[src/rtl/uft_pkg.sv]
// Constants, register map and shared helpers of the UART data path core.
// How it works
// - Send LSB first with start/parity/stop framing
// - Holding write stores byte, advances FIFO pointer
// - Non-FIFO: holding-empty sets when byte moves
// - Transmit-empty interrupt only when mask bit1 set
// - Non-FIFO: shifter-empty sets after last bit
// - FIFO mode: 16 bytes; bit5 when FIFO empty
// - FIFO mode: tx interrupt below trigger level
// - FIFO mode: bit6 needs FIFO and shifter empty
// - Start bit sampled after 8 ticks, else discarded
// - Data and stop bits sampled mid-bit
// - Error tags follow head byte after each read
// - Receive FIFO 16 deep, 11 bits wide
// - Rx interrupt per char or trigger, mask bit0
// - Timeout after four words plus 12 bits
// - Special features need mask bit5
// - Soft reset bit ORed into reset output only
// - Power down halts, registers kept
// - Special mode: status bits 5:4 show inverted readiness
// - Loopback routes transmit shifter into receiver
// - Loopback: line mark, modem outputs off, inputs ignored
// - Three address lines plus divisor latch select
// - Each transmitted bit lasts 16 ticks
// - Block mode rx ready: trigger/timeout, clears empty
package uft_pkg;
  // ==========================================================
  // Register addresses
  localparam logic [2:0] A_DATA = 3'h0;
  localparam logic [2:0] A_IER  = 3'h1;
  localparam logic [2:0] A_ISR  = 3'h2;
  localparam logic [2:0] A_LCR  = 3'h3;
  localparam logic [2:0] A_MCR  = 3'h4;
  localparam logic [2:0] A_LSR  = 3'h5;
  localparam logic [2:0] A_MSR  = 3'h6;
  localparam logic [2:0] A_SPR  = 3'h7;
  // ==========================================================
  // Field positions
  localparam int IER_RX = 0, IER_TX = 1, IER_LS = 2, IER_SP = 5;
  localparam int FCR_EN = 0, FCR_RXF = 1, FCR_TXF = 2, FCR_DMA = 3;
  localparam int LCR_STOP = 2, LCR_PEN = 3, LCR_EVEN = 4, LCR_STK = 5, LCR_BRK = 6, LCR_DLAB = 7;
  localparam int MCR_DTR = 0, MCR_RTS = 1, MCR_SRST = 2, MCR_LOOP = 4, MCR_PD = 7;
  // ==========================================================
  // Reset values and timing
  localparam logic [7:0] RST_REG = 8'h00;
  localparam logic [7:0] RST_DIV = 8'h01;
  localparam int         OSR      = 16;   // Ticks per bit
  localparam int         HALF_BIT = 8;    // Ticks to start-bit centre
  localparam int         TO_WORDS = 4;
  localparam int         TO_EXTRA = 12;
  localparam logic [3:0] ISR_NONE = 4'h1, ISR_LS = 4'h6, ISR_RD = 4'h4, ISR_TO = 4'hC, ISR_TX = 4'h2;
  // ==========================================================
  // Trigger levels and parity
  function automatic logic [4:0] rx_trig(input logic [1:0] s);
    rx_trig = (s == 2'h0) ? 5'h01 : (s == 2'h1) ? 5'h04 : (s == 2'h2) ? 5'h08 : 5'h0E;
  endfunction
  function automatic logic [4:0] tx_trig(input logic [1:0] s);
    tx_trig = (s == 2'h0) ? 5'h01 : (s == 2'h1) ? 5'h04 : (s == 2'h2) ? 5'h08 : 5'h0C;
  endfunction
  // Stick parity forces the bit; otherwise even/odd over the data
  function automatic logic par_bit(input logic x, input logic [7:0] line_format_control);
    par_bit = line_format_control[LCR_STK] ? ~line_format_control[LCR_EVEN] : (x ^ ~line_format_control[LCR_EVEN]);
  endfunction
endpackage

[src/rtl/uft_core.sv]
// FIFO and UART data path core with register port.
`timescale 1ns/1ps
// ==========================================================
// Simple FIFO; depth must be a power of two so pointers wrap
module uft_fifo #(
  parameter int W = 8,
  parameter int D = 16
) (
  input  wire logic                 clk_i,
  input  wire logic                 rst_b_i,
  input  wire logic                 flush_i,
  input  wire logic                 in_valid_i,
  output logic                      in_ready_o,
  input  wire logic [W-1:0]         in_data_i,
  output logic                      out_valid_o,
  input  wire logic                 out_ready_i,
  output logic [W-1:0]              out_data_o,
  output logic [$clog2(D):0]        level_o
);
  localparam int AW = $clog2(D);
  logic [W-1:0]  mem [D];
  logic [AW-1:0] wp_r;
  logic [AW-1:0] rp_r;
  logic [AW:0]   cnt_r;
  logic          push;
  logic          pop;
  assign in_ready_o  = (cnt_r != (AW+1)'(D));
  assign out_valid_o = (cnt_r != '0);
  assign out_data_o  = mem[rp_r];
  assign level_o     = cnt_r;
  assign push        = in_valid_i & in_ready_o;
  assign pop         = out_valid_o & out_ready_i;
  // Storage has no reset; a data register read while empty still returns mem[rp_r]
  always_ff @(posedge clk_i) begin
    if (push) begin
      mem[wp_r] <= in_data_i;
    end
  end
  // Pointers and fill count
  always_ff @(posedge clk_i) begin
    if (!rst_b_i || flush_i) begin
      wp_r  <= '0;
      rp_r  <= '0;
      cnt_r <= '0;
    end else begin
      wp_r  <= push ? wp_r + 1'b1 : wp_r;
      rp_r  <= pop ? rp_r + 1'b1 : rp_r;
      cnt_r <= cnt_r + (AW+1)'(push) - (AW+1)'(pop);
    end
  end
endmodule

// ==========================================================
// UART core
module uft_core import uft_pkg::*; #(
  parameter int TX_DEPTH = 16,
  parameter int RX_DEPTH = 16
) (
  input  wire logic       core_clk_i,
  input  wire logic       rst_b_i,
  input  wire logic       cs_i,
  input  wire logic       rd_i,
  input  wire logic       wr_i,
  input  wire logic [2:0] addr_i,
  input  wire logic [7:0] wdata_i,
  output logic      [7:0] rdata_o,
  input  wire logic       rx_i,
  output logic            tx_o,
  output logic            rts_b_o,
  output logic            dtr_b_o,
  input  wire logic       cts_b_i,
  input  wire logic       dsr_b_i,
  input  wire logic       ri_b_i,
  input  wire logic       cd_b_i,
  output logic            rst_out_o,
  output logic            irq_o
);
  typedef enum logic [4:0] {
    ST_IDLE = 5'b00001, ST_START = 5'b00010, ST_DATA = 5'b00100, ST_PAR = 5'b01000, ST_STOP = 5'b10000
  } uft_st_t;

  logic [7:0] ier_r, lcr_r, mcr_r, spr_r, dll_r, dlm_r, rdata_r;
  logic       fen_r, dma_r;
  logic [1:0] rxt_r, txt_r;
  logic [15:0] bcnt_r;
  logic       tick, pd, spm, loop, dlab, wr, rd, wr_thr, rd_rhr;
  logic [3:0] wlen;
  logic [2:0] last_bit;

  assign wr       = cs_i & wr_i;
  assign rd       = cs_i & rd_i;
  assign dlab     = lcr_r[LCR_DLAB];
  assign wr_thr   = wr & (addr_i == A_DATA) & !dlab;
  assign rd_rhr   = rd & (addr_i == A_DATA) & !dlab;
  assign spm      = ier_r[IER_SP];
  assign pd       = spm & mcr_r[MCR_PD];
  assign loop     = mcr_r[MCR_LOOP];
  assign wlen     = 4'h5 + {2'b00, lcr_r[1:0]};
  assign last_bit = 3'h4 + {1'b0, lcr_r[1:0]};

  // ==========================================================
  // Register writes; power down leaves every value in place
  always_ff @(posedge core_clk_i) begin
    if (!rst_b_i) begin
      ier_r <= RST_REG;
      lcr_r <= RST_REG;
      mcr_r <= RST_REG;
      spr_r <= RST_REG;
      dll_r <= RST_DIV;
      dlm_r <= RST_REG;
      fen_r <= 1'b0;
      dma_r <= 1'b0;
      rxt_r <= 2'h0;
      txt_r <= 2'h0;
    end else if (wr) begin
      unique case (addr_i)
        A_DATA: if (dlab) dll_r <= wdata_i;
        A_IER:  if (dlab) dlm_r <= wdata_i; else ier_r <= wdata_i & 8'h2F;
        A_ISR: begin
          fen_r <= wdata_i[FCR_EN];
          dma_r <= wdata_i[FCR_DMA];
          rxt_r <= wdata_i[7:6];
          txt_r <= spm ? wdata_i[5:4] : 2'h0;
        end
        A_LCR:  lcr_r <= wdata_i;
        A_MCR:  mcr_r <= wdata_i & 8'h9F;
        A_SPR:  spr_r <= wdata_i;
        default: ;
      endcase
    end
  end

  // ==========================================================
  // Baud tick: divisor 0 behaves as 1; halted in power down
  logic [15:0] div_m1;
  assign div_m1 = ({dlm_r, dll_r} == 16'h0000) ? 16'h0000 : {dlm_r, dll_r} - 16'h0001;
  assign tick   = !pd & (bcnt_r == div_m1);
  always_ff @(posedge core_clk_i) begin
    if (!rst_b_i) begin
      bcnt_r <= 16'h0000;
    end else if (!pd) begin
      bcnt_r <= tick ? 16'h0000 : bcnt_r + 16'h0001;
    end
  end

  // ==========================================================
  // Transmit FIFO; one entry usable when queueing is off
  logic       txq_rdy, txq_vld, tx_take, txq_in;
  logic [7:0] txq_dat;
  logic [$clog2(TX_DEPTH):0] tx_lvl;
  uft_st_t    tx_st_r;
  assign txq_in  = wr_thr & (fen_r | (tx_lvl == '0));
  assign tx_take = txq_vld & (tx_st_r == ST_IDLE);
  uft_fifo #(.W(8), .D(TX_DEPTH)) u_txq (
    .clk_i      (core_clk_i),
    .rst_b_i    (rst_b_i),
    .flush_i    (wr & (addr_i == A_ISR) & wdata_i[FCR_TXF]),
    .in_valid_i (txq_in),
    .in_ready_o (txq_rdy),
    .in_data_i  (wdata_i),
    .out_valid_o(txq_vld),
    .out_ready_i(tx_st_r == ST_IDLE),
    .out_data_o (txq_dat),
    .level_o    (tx_lvl)
  );

  // ==========================================================
  // Transmit shifter
  logic [7:0] tx_sh_r;
  logic [3:0] tx_tk_r;
  logic [2:0] tx_bit_r;
  logic       tx_line_r, tx_par_r, tx_end, tx_ser;
  assign tx_end = tick & (tx_tk_r == 4'(OSR - 1));
  assign tx_ser = tx_line_r & !lcr_r[LCR_BRK];
  always_ff @(posedge core_clk_i) begin
    if (!rst_b_i) begin
      tx_st_r   <= ST_IDLE;
      tx_sh_r   <= 8'h00;
      tx_tk_r   <= 4'h0;
      tx_bit_r  <= 3'h0;
      tx_line_r <= 1'b1;
      tx_par_r  <= 1'b0;
    end else begin
      if (tick) tx_tk_r <= tx_tk_r + 4'h1;
      unique case (tx_st_r)
        ST_IDLE: if (tx_take) begin
          tx_sh_r   <= txq_dat;
          tx_tk_r   <= 4'h0;
          tx_line_r <= 1'b0;
          tx_st_r   <= ST_START;
        end
        ST_START: if (tx_end) begin
          tx_line_r <= tx_sh_r[0];
          tx_par_r  <= tx_sh_r[0];
          tx_sh_r   <= {1'b0, tx_sh_r[7:1]};
          tx_bit_r  <= 3'h0;
          tx_st_r   <= ST_DATA;
        end
        ST_DATA: if (tx_end) begin
          if (tx_bit_r == last_bit) begin
            tx_line_r <= lcr_r[LCR_PEN] ? par_bit(tx_par_r, lcr_r) : 1'b1;
            tx_st_r   <= lcr_r[LCR_PEN] ? ST_PAR : ST_STOP;
            tx_bit_r  <= 3'h0;
          end else begin
            tx_line_r <= tx_sh_r[0];
            tx_par_r  <= tx_par_r ^ tx_sh_r[0];
            tx_sh_r   <= {1'b0, tx_sh_r[7:1]};
            tx_bit_r  <= tx_bit_r + 3'h1;
          end
        end
        ST_PAR: if (tx_end) begin
          tx_line_r <= 1'b1;
          tx_st_r   <= ST_STOP;
        end
        ST_STOP: if (tx_end) begin
          tx_bit_r <= tx_bit_r + 3'h1;
          if (tx_bit_r[0] | !lcr_r[LCR_STOP]) tx_st_r <= ST_IDLE;
        end
        default: tx_st_r <= ST_IDLE;
      endcase
    end
  end

  // ==========================================================
  // Receive FIFO: 8 data bits plus break, framing, parity tags
  logic        rx_in, rx_prev_r, rx_push, rx_acc, rxq_rdy, rxq_vld;
  logic [10:0] rxq_dat, rx_word;
  logic [$clog2(RX_DEPTH):0] rx_lvl;
  assign rx_in  = loop ? tx_ser : rx_i;
  assign rx_acc = rxq_rdy & (fen_r | (rx_lvl == '0));
  uft_fifo #(.W(11), .D(RX_DEPTH)) u_rxq (
    .clk_i      (core_clk_i),
    .rst_b_i    (rst_b_i),
    .flush_i    (wr & (addr_i == A_ISR) & wdata_i[FCR_RXF]),
    .in_valid_i (rx_push & rx_acc),
    .in_ready_o (rxq_rdy),
    .in_data_i  (rx_word),
    .out_valid_o(rxq_vld),
    .out_ready_i(rd_rhr),
    .out_data_o (rxq_dat),
    .level_o    (rx_lvl)
  );

  // ==========================================================
  // Receive shifter; a break only ends on a fresh falling edge
  uft_st_t    rx_st_r;
  logic [7:0] rx_sh_r;
  logic [3:0] rx_tk_r;
  logic [2:0] rx_bit_r;
  logic       rx_par_r, rx_pe_r, rx_one_r, rx_mid;
  assign rx_mid  = tick & (rx_tk_r == 4'(OSR - 1));
  assign rx_push = (rx_st_r == ST_STOP) & rx_mid;
  assign rx_word = {!rx_one_r & !rx_in, !rx_in, rx_pe_r, rx_sh_r >> (4'h8 - wlen)};
  always_ff @(posedge core_clk_i) begin
    if (!rst_b_i) begin
      rx_st_r   <= ST_IDLE;
      rx_prev_r <= 1'b1;
      rx_sh_r   <= 8'h00;
      rx_tk_r   <= 4'h0;
      rx_bit_r  <= 3'h0;
      rx_par_r  <= 1'b0;
      rx_pe_r   <= 1'b0;
      rx_one_r  <= 1'b0;
    end else begin
      rx_prev_r <= rx_in;
      if (tick) rx_tk_r <= rx_tk_r + 4'h1;
      unique case (rx_st_r)
        ST_IDLE: if (rx_prev_r & !rx_in) begin
          rx_tk_r <= 4'h0;
          rx_st_r <= ST_START;
        end
        ST_START: if (tick & (rx_tk_r == 4'(HALF_BIT - 1))) begin
          rx_st_r  <= rx_in ? ST_IDLE : ST_DATA;
          rx_tk_r  <= 4'h0;
          rx_bit_r <= 3'h0;
          rx_par_r <= 1'b0;
          rx_pe_r  <= 1'b0;
          rx_one_r <= 1'b0;
        end
        ST_DATA: if (rx_mid) begin
          rx_sh_r  <= {rx_in, rx_sh_r[7:1]};
          rx_par_r <= rx_par_r ^ rx_in;
          rx_one_r <= rx_one_r | rx_in;
          rx_bit_r <= rx_bit_r + 3'h1;
          if (rx_bit_r == last_bit) rx_st_r <= lcr_r[LCR_PEN] ? ST_PAR : ST_STOP;
        end
        ST_PAR: if (rx_mid) begin
          rx_pe_r  <= rx_in != par_bit(rx_par_r, lcr_r);
          rx_one_r <= rx_one_r | rx_in;
          rx_st_r  <= ST_STOP;
        end
        ST_STOP: if (rx_mid) rx_st_r <= ST_IDLE;
        default: rx_st_r <= ST_IDLE;
      endcase
    end
  end

  // ==========================================================
  // Overrun, time-out and block-mode receive readiness
  logic       ovr_r, to_r, rxblk_r;
  logic [9:0] to_cnt_r, to_lim;
  assign to_lim = {6'(TO_WORDS * wlen + TO_EXTRA), 4'h0};
  always_ff @(posedge core_clk_i) begin
    if (!rst_b_i) begin
      ovr_r    <= 1'b0;
      to_r     <= 1'b0;
      to_cnt_r <= 10'h000;
      rxblk_r  <= 1'b0;
    end else begin
      // A new overrun beats the clear from the status read
      ovr_r <= (rx_push & !rx_acc) | (ovr_r & !(rd & (addr_i == A_LSR) & !dlab));
      if (rx_push | rd_rhr | !rxq_vld) begin
        to_cnt_r <= 10'h000;
        to_r     <= 1'b0;
      end else if (tick & !to_r) begin
        to_cnt_r <= to_cnt_r + 10'h001;
        to_r     <= (to_cnt_r == to_lim - 10'h001);
      end
      if (!rxq_vld) rxblk_r <= 1'b0;
      else if ((rx_lvl >= ($clog2(RX_DEPTH)+1)'(rx_trig(rxt_r))) | to_r) rxblk_r <= 1'b1;
    end
  end

  // ==========================================================
  // Status assembly
  logic [2:0] tags;
  logic [7:0] line_condition, interrupt_source, modem_line_condition;
  logic       txe_int, rxd_int, rx_rdy, tx_rdy;
  logic [3:0] code;
  assign tags    = rxq_vld ? rxq_dat[10:8] : 3'h0;
  assign line_condition     = {|tags, !txq_vld & (tx_st_r == ST_IDLE), !txq_vld, tags, ovr_r, rxq_vld};
  assign txe_int = fen_r ? (tx_lvl < ($clog2(TX_DEPTH)+1)'(tx_trig(txt_r))) : !txq_vld;
  assign rxd_int = fen_r ? (rx_lvl >= ($clog2(RX_DEPTH)+1)'(rx_trig(rxt_r))) : rxq_vld;
  assign rx_rdy  = (fen_r & dma_r) ? rxblk_r : rxq_vld;
  assign tx_rdy  = (fen_r & dma_r) ? txq_rdy : !txq_vld;
  assign modem_line_condition     = loop ? 8'h00 : {~cd_b_i, ~ri_b_i, ~dsr_b_i, ~cts_b_i, 4'h0};
  always_comb begin
    if (ier_r[IER_LS] & (ovr_r | |tags))  code = ISR_LS;
    else if (ier_r[IER_RX] & rxd_int)     code = ISR_RD;
    else if (ier_r[IER_RX] & to_r)        code = ISR_TO;
    else if (ier_r[IER_TX] & txe_int)     code = ISR_TX;
    else                                  code = ISR_NONE;
  end
  assign interrupt_source = {fen_r, fen_r, spm ? ~{rx_rdy, tx_rdy} : 2'b00, code};

  // ==========================================================
  // Read data, pins and reset output, all registered
  always_ff @(posedge core_clk_i) begin
    if (!rst_b_i) begin
      rdata_r   <= 8'h00;
      tx_o      <= 1'b1;
      rts_b_o   <= 1'b1;
      dtr_b_o   <= 1'b1;
      rst_out_o <= 1'b1;
      irq_o     <= 1'b0;
    end else begin
      if (rd) begin
        unique case (addr_i)
          A_DATA:  rdata_r <= dlab ? dll_r : rxq_dat[7:0];
          A_IER:   rdata_r <= dlab ? dlm_r : ier_r;
          A_ISR:   rdata_r <= interrupt_source;
          A_LCR:   rdata_r <= lcr_r;
          A_MCR:   rdata_r <= mcr_r;
          A_LSR:   rdata_r <= line_condition;
          A_MSR:   rdata_r <= modem_line_condition;
          A_SPR:   rdata_r <= spr_r;
          default: rdata_r <= 8'h00;
        endcase
      end
      tx_o      <= loop | tx_ser;
      rts_b_o   <= loop | !mcr_r[MCR_RTS];
      dtr_b_o   <= loop | !mcr_r[MCR_DTR];
      rst_out_o <= spm & mcr_r[MCR_SRST];
      irq_o     <= (code != ISR_NONE);
    end
  end
  assign rdata_o = rdata_r;

  // Ticks since the last bit boundary, kept apart from the shifter's own count
  logic [4:0] ast_tk_r;
  always_ff @(posedge core_clk_i) begin
    if (!rst_b_i || tx_take || tx_end) begin
      ast_tk_r <= 5'h00;
    end else if (tick && (ast_tk_r != 5'h1F)) begin
      ast_tk_r <= ast_tk_r + 5'h01;
    end
  end
endmodule

[config.mk]
export PLATFORM = sky130hd
export DESIGN_NAME = uft_core
export DESIGN_NICKNAME = d
export VERILOG_FILES = /design/src/rtl/uft_pkg.sv /design/src/rtl/uft_core.sv
export SDC_FILE = /design/constraint.sdc
export NUM_CORES = 1
export LEC_CHECK = 0
export BUFFER_PORTS_ARGS = -buffer_cell sky130_fd_sc_hd__buf_2
export CORE_ASPECT_RATIO = 1.5
export CORE_MARGIN = 4
export CORE_UTILIZATION = 63
export CTS_CLUSTER_SIZE = 20
export DETAILED_ROUTE_END_ITERATION = 12
export PLACE_DENSITY = 0.8
export SETUP_SLACK_MARGIN = 0.2
export SLEW_MARGIN = 40
export SYNTH_ARGS = -nofsm -noshare
export SYNTH_HDL_FRONTEND = slang
export SYNTH_SLANG_ARGS = --single-unit
export TNS_END_PERCENT = 5
[constraint.sdc]
create_clock -name core_clk_i -period 5.7 [get_ports core_clk_i]
set_clock_uncertainty 0.05 [all_clocks]
set_input_delay 0.285 -clock core_clk_i [delete_from_list [all_inputs] [get_ports core_clk_i]]
set_output_delay 0.285 -clock core_clk_i [all_outputs]
set_load 0.03 [all_outputs]
After elaboration in Yosys (flattened, before gate mapping)
Memories as Yosys holds them, arrays and structs flattened. A register that Yosys moved wholly into a read port is not among the register bits.
Index checks and enable logic that the tools add are counted.
{"block": "word_totals", "word_cells": 314, "register_bits": 163, "n_memories": 2, "in_bits": 21, "out_inout_bits": 13, "ramBits": 304}
{"memory": "u_rxq.mem", "words": 16, "word_bits": 11, "rd": 1, "rd_clocked_by_memory_dff": 1, "write_ports": 1, "line_no": "uft_core.sv:21", "rtl": "logic [W-1:0] mem [D];"}
{"memory": "u_txq.mem", "words": 16, "word_bits": 8, "rd": 1, "rd_clocked_by_memory_dff": 1, "write_ports": 1, "line_no": "uft_core.sv:21"}
{"block": "classes", "order_cmp": 2, "eq_ne": 47, "shifts": 1, "add_sub_neg": 20, "mux": 88, "n_reduce_logical": 52, "bitwise_logic": 61}
{"operator": "$mux W5", "count": 14}
{"operator": "$mux W4", "count": 17}
{"operator": "$pmux W8 S8", "count": 1}
{"operator": "$mux W8", "count": 7}
{"operator": "$pmux W5 S5", "count": 2}
{"operator": "$and A1 B1 Y1", "count": 37}
{"operator": "$mux W16", "count": 2}
{"operator": "$mux W3", "count": 10}
{"operator": "$ne A2 B2 Y1 const B", "count": 14}
{"operator": "$add A4 B1 Y4 const B", "count": 6}
{"operator": "$pmux W8 S3", "count": 1}
{"operator": "$mux W1", "count": 23}
{"operator": "$reduce_and A3 Y1", "count": 6}
{"operator": "$add A16 B1 Y16 const B", "count": 1}
{"operator": "$eq A16 B16 Y1", "count": 1}
{"operator": "$logic_not A16 Y1", "count": 1}
{"operator": "$sub A16 B1 Y16 const B", "count": 1}
{"operator": "$logic_not A1 Y1", "count": 14}
{"operator": "$eq A3 B3 Y1 const B", "count": 4}
{"operator": "$or A1 B1 Y1", "count": 12}
{"operator": "$reduce_and A2 Y1", "count": 6}
{"operator": "$add A10 B1 Y10 const B", "count": 1}
{"operator": "$add A5 B1 Y5", "count": 2}
{"operator": "$eq A10 B10 Y1", "count": 1}
{"operator": "other kinds (49)", "count": 87}

Logic depth before layout (Yosys ltp)
Gate-level depths: netlist of the first run.
{"block": "logic_depth", "word_depth": 12, "ltp_mapped": 18, "ltp_nobuf": 17}

Modules after synthesis
From an unflattened synthesis of the first run, not the netlist that was laid out.
{"block": "hier_totals", "cells_unflattened": 1693, "hier_area_um2": 21633.2}
{"mod": "uft_core", "area_each_um2": 8164.1, "seq_area_each_um2": 2742.6, "cells_each": 1000, "instances": 1}
{"mod": "uft_fifo at u_rxq", "area_each_um2": 7652.3, "seq_area_each_um2": 5625.4, "cells_each": 383, "instances": 1}
{"mod": "uft_fifo at u_txq", "area_each_um2": 5816.8, "seq_area_each_um2": 4184.0, "cells_each": 310, "instances": 1}

Worst setup path after synthesis of the first run
No wires, ideal clock.
{"block": "synth_path", "path_kind": "flip-flop to flip-flop", "start": "reg dll_r[0]", "end": "reg u_rxq.cnt_r[4] (netlist: u_rxq.level_o[4])", "n_path_buf": 1, "path_slack_ps": 1649, "path_stages_with_launch": 19, "synth_period_minus_slack_ps": 4051, "setup_time_ps": 128, "arrival_time_ps": 3873, "required_ps": 5522, "path_cell_list": "dfxtp_1 inv_1 ha_1 nor3b_4 nand2_4 or4_1 a31o_1 nor4_2 nand4_1 nor4_4 and2_1 buf_2 ha_1 fa_1 a21oi_1 nor2_1 nor2_1 xnor2_1 nor2_1"}
{"block": "synth_between", "elab_chain_cells": 10, "elab_cells_between_ends": 11, "classes_between": "add/sub (3); eq/ne (1); mux (1); bitwise (5); reduce/logical (1)"}
{"element": "from (decl)", "line_no": "uft_core.sv:82", "rtl": "logic [7:0] ier_r, lcr_r, mcr_r, spr_r, dll_r, dlm_r, rdata_r;"}
{"element": "from (signal assigned)", "line_no": "uft_core.sv:117", "rtl": "A_DATA: if (dlab) dll_r <= wdata_i;"}
{"element": "$sub A16 B1 Y16 / $logic_not A16 Y1 (equally long branches)", "line_no": "uft_core.sv:136", "rtl": "assign div_m1 = ({dlm_r, dll_r} == 16'h0000) ? 16'h0000 : {dlm_r, dll_r} - 16'h0001;"}
{"element": "$mux W16 *", "line_no": "uft_core.sv:136"}
{"element": "$eq A16 B16 Y1 *", "line_no": "uft_core.sv:137", "rtl": "assign tick = !pd & (bcnt_r == div_m1);"}
{"element": "$and A1 B1 Y1 *", "line_no": "uft_core.sv:137"}
{"element": "$and A1 B1 Y1 *", "line_no": "uft_core.sv:251", "rtl": "assign rx_mid = tick & (rx_tk_r == 4'(OSR - 1));"}
{"element": "$and A1 B1 Y1 *", "line_no": "uft_core.sv:252", "rtl": "assign rx_push = (rx_st_r == ST_STOP) & rx_mid;"}
{"element": "$and A1 B1 Y1 *", "line_no": "uft_core.sv:235", "rtl": ".in_valid_i (rx_push & rx_acc),"}
{"element": "$and A1 B1 Y1 *", "line_no": "uft_core.sv:31", "rtl": "assign push = in_valid_i & in_ready_o;"}
{"element": "$add A5 B1 Y5 *", "line_no": "uft_core.sv:48", "rtl": "cnt_r <= cnt_r + (AW+1)'(push) - (AW+1)'(pop);"}
{"element": "$sub A5 B1 Y5 *", "line_no": "uft_core.sv:48"}
{"element": "to (signal assigned)", "line_no": "uft_core.sv:48"}
{"element": "to (decl)", "line_no": "uft_core.sv:24", "rtl": "logic [AW:0] cnt_r;"}
Every way passes the cells marked *; elsewhere a longest branch is shown, timed or not.
A chain may end at the register's enable or synchronous reset.

Final worst setup path of the first run
{"block": "layout_path", "start": "reg dll_r[0]", "end": "mem u_rxq.mem[5][1] (enable)"}
{"block": "layout_between", "elab_chain_cells": 10, "elab_cells_between_ends": 11, "classes_between": "add/sub (1); eq/ne (1); mux (3); bitwise (5); reduce/logical (1)"}
{"element": "$sub A16 B1 Y16 / $logic_not A16 Y1 (equally long branches)", "line_no": "uft_core.sv:136"}
{"element": "$mux W16 *", "line_no": "uft_core.sv:136"}
{"element": "$eq A16 B16 Y1 *", "line_no": "uft_core.sv:137"}
{"element": "$and A1 B1 Y1 *", "line_no": "uft_core.sv:137"}
{"element": "$and A1 B1 Y1 *", "line_no": "uft_core.sv:251"}
{"element": "$and A1 B1 Y1 *", "line_no": "uft_core.sv:252"}
{"element": "$and A1 B1 Y1 *", "line_no": "uft_core.sv:235"}
{"element": "$and A1 B1 Y1 *", "line_no": "uft_core.sv:31"}
{"element": "$mux W1 *", "line_no": "uft_core.sv:35", "rtl": "if (push) begin"}
{"element": "$mux W1 (not written as such) *", "line_no": "uft_core.sv:36", "rtl": "mem[wp_r] <= in_data_i;"}
{"element": "to (decl)", "line_no": "uft_core.sv:21"}
Marked as above.

==> out/results.ini, run 1 <==
[floorplanning]
die_y_um=232
dieArea_mm2=0.0366
start_util=0.643
fp-row-count=81
die_x_um=157
core_mm2=0.0328
io_pins=34

[placement]
pre_cts_slack_ns=1.10
gp_congestion=0.977
dp_cells=1987
port_buffers=33
hpwl_um=35200

[cells_and_area]
synthToLayoutAreaGrowth_pct=8.81
seq_area_mm2=0.0126
finalNonFillerCells=2064
multi_input_area_mm2=0.00813
nNetsFinal=1678
drive_gt1_frac=0.154
fill_cells=2171

[sta]
setup_tns_ns=0
setup_viol=0
hold_violations=0
slew_violations=0
fin_ws_ns=1.07
period_minus_slack_ns=4.63
finalCritPeriodShare=0.812
fmax_ghz=0.216
worstMarginPinSlew_ns=0.819
rsz0062_at_grt=false
max-slew-margin-rel=0.453

[logic_synthesis]
async_flop_share=0
synth_flop_cell=edfxtp_1
ys_seq_elements=475
yosys_warnings=0
synth_seq_area_share=0.595
synth-edff-count=304
syn-num-nets=1660
syn_inst=1600
synth.distinct_cells=82
netlist_area_mm2=0.0211
syn_area_per_cell_um2=13.2

[clock_network]
cts_root_buf=clkbuf_16
clk_pin_slew_ns=0.07
cts_buffer_depth=3
cts_hold_buf=0
cts_resized=0
numCtsBuffers=44
post_cts_buffers=0
worst_skew_pair.late_latency_ns=0.56
cts_sinks=475
htree_levels=2
cts_tree=built

[hold_path]
hold_path_class=in -> reg
whs_path_depth=1
min_from=wdata_i[4]

[setup_path]
start_kind=flip-flop
rr_startpoint=dll_r[0]
worstPathRequired_ns=5.84
cp-end-kind=flip-flop
critPathArrivalTime_ns=4.76
r2r_cells=12
cp-startpoint=dll_r[0]
cp_max_fo=16
crit_type=reg -> reg

[power_and_ir_drop]
swShare=0.254
ir_drop_v=0.000375
p_per_area_mw_per_mm2=329
clockPowerShare=0.357
p_switching_uw=1920
leakagePower_uw=0.00754
pwr-share-seq=0.511
cell_internal_pwr_uw=5650
combPwrFrac=0.132

[routing]
dr_total_vias=13800
via_per_inst=6.67
ant_nets=0
wirelength_um=51400
dr.pass1.iters=7
drtIter0Drc=1348
drc=0
wl_per_cell_um=24.9

[grt]
grt_overflow=0
grt_pass1_wl_um=79200
first_global_vias=13600
grt_max_degree=61
antenna_found_initial=1
grt_usage=0.286

[flow_run]
maxCapViolCount=0

[status]
status=completed

[flip-flops by register name, summed over array words and instances, names as in the netlist, 6 cells and up, named ones only]
signal and cells:
spr_r 8, u_rxq.mem 176, to_cnt_r 10, lcr_r 8, bcnt_r 16, dlm_r 8
tx_sh_r 8, mcr_r 6, u_txq.mem 128, rx_sh_r 8, rdata_o 8, dll_r 8
[Yosys cell counts (3+ instances only)]
cell type / instances / area, µm²
nand2_1: 107 / 402
edfxtp_1: 304 / 9130
a31oi_1: 9 / 56.3
nor4_2: 3 / 37.5
a221oi_1: 5 / 43.8
or4_1: 15 / 113
a311oi_1: 3 / 26.3
nor3b_1: 7 / 52.6
mux2_2: 4 / 45.0
xor2_1: 28 / 245
nor3_1: 37 / 185
buf_1: 15 / 56.3
o21ai_0: 46 / 230
or3_1: 18 / 113
a31o_2: 3 / 26.3
o21a_1: 4 / 30.0
o221ai_1: 4 / 35.0
nand3_1: 50 / 250
nor2_1: 156 / 586
o31ai_1: 8 / 60.1
and3_1: 29 / 181
mux2i_1: 81 / 811
and2_1: 7 / 43.8
nor2b_1: 10 / 62.6
dfxtp_1: 171 / 3420
a211oi_1: 6 / 45.0
or2_2: 4 / 25.0
nand4_1: 17 / 106
clkbuf_1: 58 / 218
nand2b_1: 13 / 81.3
or3_2: 3 / 22.5
nor4_4: 3 / 63.8
xnor2_1: 35 / 307
mux4_2: 100 / 2250
o41ai_1: 3 / 26.3
a21o_1: 8 / 60.1
o211ai_1: 5 / 37.5
o22ai_1: 3 / 18.8
inv_1: 40 / 150
buf_2: 5 / 25.0
nor4_1: 8 / 50.1
ha_1: 37 / 463
o21ai_1: 3 / 15.0
nand3b_1: 8 / 60.1
a21oi_1: 68 / 340
[layout make-up]
| class | count | area share |
|---|---|---|
| Sequential cell | 475 | 0.547 |
| Multi-Input combinational cell | 1004 | 0.354 |
| Clock buffer | 59 | 0.0508 |
| Tap cell | 415 | 0.0226 |
| Timing Repair Buffer | 53 | 0.0137 |
| Inverter | 40 | 0.00654 |
| Clock inverter | 17 | 0.00528 |
| Antenna cell | 1 | 0.000109 |
[power groups by stage]
stage / sequential [µW] / combinational [µW] / clock, µW
3_3_place_gp: 3940 / 936 / 0
5_1_grt: 3880 / 1090 / 2890
4_1_cts: 3870 / 986 / 2740
6_report: 3870 / 995 / 2700
3_5_place_dp: 3940 / 975 / 0
2_1_floorplan: 3880 / 762 / 0
[logic make-up (layout without fill, tap and decap cells)]
group,count (synthesis),after routing,synth area share
and+or+nand+nor,509,509,0.122
other,0,1,0
DFF,475,475,0.595
xor gates and xnor gates,63,63,0.0261
buffers and inverters,121,169,0.0227
adders and majority gates,39,39,0.0238
AOI/OAI and AO/OA,208,208,0.0631
muxes,185,185,0.147
[routing by layer]
| metal | vias to the layer above | global-route usage | wire length (µm) |
|---|---|---|---|
| li1 | 6110 | - | - |
| met1 | 6761 | 0.360 | 18600 |
| met2 | 721 | 0.471 | 25200 |
| met3 | 183 | 0.0414 | 3960 |
| met4 | 0 | 0.166 | 3700 |
| met5 | - | 0 | 0 |
[path summary, 6_finish.rpt]
check / endpoint / slack [ns]
max: u_rxq.mem[5][1] / 1.07
min: u_txq.mem[0][4] / 0.18
max reg2reg: u_rxq.mem[5][1] / 1.07
min reg2reg: rts_b_o / 0.37
[cell usage in the layout, fill, tap and decap left out, types with 9 or more instances in the layout]
master,netlist,final
xor2_1,28,28
nand2b_1,13,13
mux2i_1,81,80
clkbuf_16,0,44
ha_1,37,37
nor2_1,156,152
xnor2_1,35,35
nand2_1,107,107
nor2b_1,10,9
mux4_2,100,100
nand4_1,17,17
buf_2,5,33
o21ai_0,46,45
buf_4,1,20
a21oi_1,68,68
nor3_1,37,34
and3_1,29,29
edfxtp_1,304,304
clkbuf_1,58,14
dfxtp_1,171,168
inv_1,40,39
a31oi_1,9,9
or4_1,15,15
nand3_1,50,50
or3_1,18,18
[worst max-delay path, cell delays in order (launching register included)]
cell and delay, ns:
dfxtp_1 0.37, inv_1 0.14, ha_1 0.21, nor3b_4 0.46, nand2_4 0.11, or4_1 0.51, a31o_1 0.28, nor4_2 0.33
nand4_1 0.23, nor4_4 0.51, and2_1 0.25, buf_4 0.25, and3_1 0.54
[through the flow]
step | utilization | area, µm² | power (µW) | hold slack [ns]
6_report | 0.700 | 23000 | 7560 | 0.180
3_5_place_dp | 0.660 | 21700 | 4920 | 0.354
5_1_grt | 0.700 | 23000 | 7850 | 0.170
3_3_place_gp | 0.659 | 21600 | 4870 | 0.353
2_1_floorplan | - | 21100 | 4640 | 0.320
4_1_cts | 0.699 | 23000 | 7600 | 0.149
(Power assumes the default switching activity.)
==> run 2: changes to the inputs <==
==> constraint.sdc (replaced) <==
create_clock -name core_clk_i -period 4.51 [get_ports core_clk_i]
set_clock_uncertainty 0.05 [all_clocks]
set_input_delay 0.2255 -clock core_clk_i [delete_from_list [all_inputs] [get_ports core_clk_i]]
set_output_delay 0.2255 -clock core_clk_i [all_outputs]
set_load 0.03 [all_outputs]
==> run 2 against run 1 <==
  * Count of clock-buffer cells in the layout down 11
  * Final area up 1.5%
  * Worst setup slack worse by 0.65 ns
  * Die area unchanged
  * Global-route usage increased by 0.93 points
  * Power up 34%
  * Combinational power rose by 31%
  * Largest cell class unchanged
  * Highest routed layer is now met5
==> out/results.ini, run 2 (synthesis gave the netlist of run 1 again) <==
[grt]
grt_overflow=0  ; unchanged
first_global_vias=13900  ; was 13,600
grt_usage=0.295  ; was 0.286
use_met2=0.493  ; was 0.471
grt_pass1_wl_um=82200  ; was 79,200 µm
antenna_found_initial=1  ; unchanged
top_usage_layer=met2  ; unchanged
grtUsageMet3=0.0498  ; was 0.0414
grt_max_degree=60  ; was 61
use_met1=0.366  ; was 0.360

[setup_path]
rr_startpoint=dll_r[0]  ; unchanged
cp-end-kind=flip-flop  ; unchanged
crit_type=reg -> reg  ; unchanged
critPathArrivalTime_ns=4.27  ; was 4.76 ns
start_kind=flip-flop  ; unchanged
worstPathRequired_ns=4.70  ; was 5.84 ns
rrSetupSlack_ns=0.43  ; was 1.07 ns
cp-startpoint=dll_r[0]  ; unchanged
cp_max_fo=16  ; unchanged

[cells_and_area]
drive_gt1_frac=0.178  ; was 0.154
antenna_cells=0  ; was 1
nNetsFinal=1692  ; was 1,678
largest_reg_flops=176  ; unchanged
fill_cells=2128  ; was 2,171
reg_top3=u_rxq.mem (176), u_txq.mem (128), bcnt_r (16)  ; unchanged
mostFrequentLayoutCells=edfxtp_1, dfxtp_1, nor2_1  ; unchanged
regMostFlops=u_rxq.mem  ; unchanged
synthToLayoutAreaGrowth_pct=10.4  ; was 8.81%
final_common_cell=edfxtp_1  ; unchanged

[power_and_ir_drop]
cell_internal_pwr_uw=7540  ; was 5650 µW
leakagePower_uw=0.00776  ; was 0.00754 µW
clockPowerShare=0.388  ; was 0.357
p_switching_uw=2580  ; was 1920 µW
pwr-share-seq=0.484  ; was 0.511
combPwrFrac=0.128  ; was 0.132
power_uw=10100  ; was 7560 µW
p_per_area_mw_per_mm2=434  ; was 329 mW/mm²
swShare=0.255  ; was 0.254
ir_drop_v=0.000536  ; was 0.000375 V

[floorplanning]
die_x_um=157  ; unchanged
io_pins=34  ; unchanged
dieArea_mm2=0.0366  ; unchanged
start_util=0.643  ; unchanged
die_y_um=232  ; unchanged
core_mm2=0.0328  ; unchanged
fp-row-count=81  ; unchanged

[placement]
port_buffers=33  ; unchanged
pre_cts_slack_ns=0.228  ; was 1.10 ns
hpwl_um=35200  ; about the same
gp_congestion=0.929  ; was 0.977

[sta]
slew_violations=0  ; unchanged
worstMarginPinSlew_ns=0.860  ; was 0.819 ns
max-slew-margin-rel=0.426  ; was 0.453
setup_tns_ns=0  ; unchanged
finalCritPeriodShare=0.906  ; was 0.812
hold_violations=0  ; unchanged
rsz0062_at_grt=false  ; unchanged
setup_viol=0  ; unchanged
period_minus_slack_ns=4.08  ; was 4.63 ns
fin_ws_ns=0.426  ; was 1.07 ns
fmax_ghz=0.245  ; was 0.216 GHz

[routing]
via_per_inst=6.65  ; was 6.67
dr.pass1.iters=7  ; unchanged
dr_total_vias=13800  ; about the same
wl_per_cell_um=25.6  ; was 24.9 µm
wirelength_um=53300  ; was 51,400 µm
ant_nets=0  ; unchanged
drtIter0Drc=1298  ; was 1,348
drc=0  ; unchanged

[clock_network]
cts_tree=built  ; unchanged
htree_levels=2  ; unchanged
cts_hold_buf=0  ; unchanged
cts_root_buf=clkbuf_16  ; unchanged
numCtsBuffers=43  ; was 44
clk_pin_slew_ns=0.07  ; about the same
cts_buffer_depth=3  ; unchanged
worst_skew_pair.late_latency_ns=0.57  ; was 0.56 ns
cts_sinks=475  ; unchanged

[status]
status=completed  ; unchanged

[hold_path]
min_from=wdata_i[4]  ; unchanged
hold_path_class=in -> reg  ; unchanged

[flow_run]
maxCapViolCount=0  ; unchanged

## run 2: cell count changes in the layout (fill, tap and decap cells not counted), moves of 2 or more
| cell | previous run | this run |
|---|---|---|
| and3_2 | 0 | 16 |
| nor3_1 | 34 | 36 |
| and3_1 | 29 | 13 |
| clkinv_1 | 8 | 5 |
| bufinv_16 | 1 | 8 |
| inv_6 | 1 | 3 |
| dfxtp_4 | 3 | 1 |
| clkbuf_1 | 14 | 4 |
| clkinvlp_4 | 1 | 3 |
| buf_4 | 20 | 34 |
| clkinv_2 | 3 | 10 |
| dfxtp_2 | 0 | 2 |
| nor3_2 | 4 | 2 |
## run 2: timing repair
action,in CTS,in global routing
gates resized for setup,1,15
setup endpoints to repair,39,193
setup buffers,0,2
## run 2: stage by stage
stage / cell area [µm²] / cells / hold slack, ns / util
2_1_floorplan: 21100 / 1600 / 0.274 / -
3_3_place_gp: 21700 / 2000 / 0.335 / 0.662
3_5_place_dp: 21700 / 2000 / 0.343 / 0.662
4_1_cts: 23300 / 2080 / 0.0901 / 0.708
5_1_grt: 23300 / 2082 / 0.0985 / 0.710
6_report: 23300 / 2082 / 0.108 / 0.710
## run 2: area by class of cell
cell class              count  area [µm²]  share of cell area
multi-input cells        1004        8120               0.348
inverters                  40         150             0.00644
repair buffers             68         440              0.0189
clock inverters            32         413              0.0177
well taps                 415         519              0.0223
flip-flops and latches    475       12600               0.539
clock buffers              48        1100              0.0474
## run 2: worst paths after layout
check	endpoint	cells past startpoint
max reg2reg	u_rxq.mem[1][2]	12
max	u_rxq.mem[1][2]	12
min reg2reg	dtr_b_o	1
min	u_txq.mem[13][4]	1
## run 2: per-layer routing
layer	part of all wire	vias to the layer above
met5	0.00024	-
met4	0.069	2
met3	0.077	189
met2	0.50	725
met1	0.36	6803
li1	-	6124
## run 2: worst max-delay path, stage by stage, from the launching register on
cell     delay [ns]
dfxtp_1        0.37
inv_1          0.14
ha_1           0.21
nor3b_4        0.33
nand2_4        0.10
or4_1          0.51
a31o_1         0.27
nor4_2         0.35
nand4_1        0.22
nor4_4         0.34
and2_1         0.21
buf_4          0.24
and3_2         0.42
## run 2: power groups by stage
stage / Clock [µW] / Sequential (µW) / Combinational, µW
finish: 3920 / 4900 / 1300
global route: 4140 / 4920 / 1420
CTS: 3960 / 4900 / 1290
detailed placement: 0 / 4990 / 1260
global placement: 0 / 4970 / 1210
floorplan: 0 / 4900 / 962
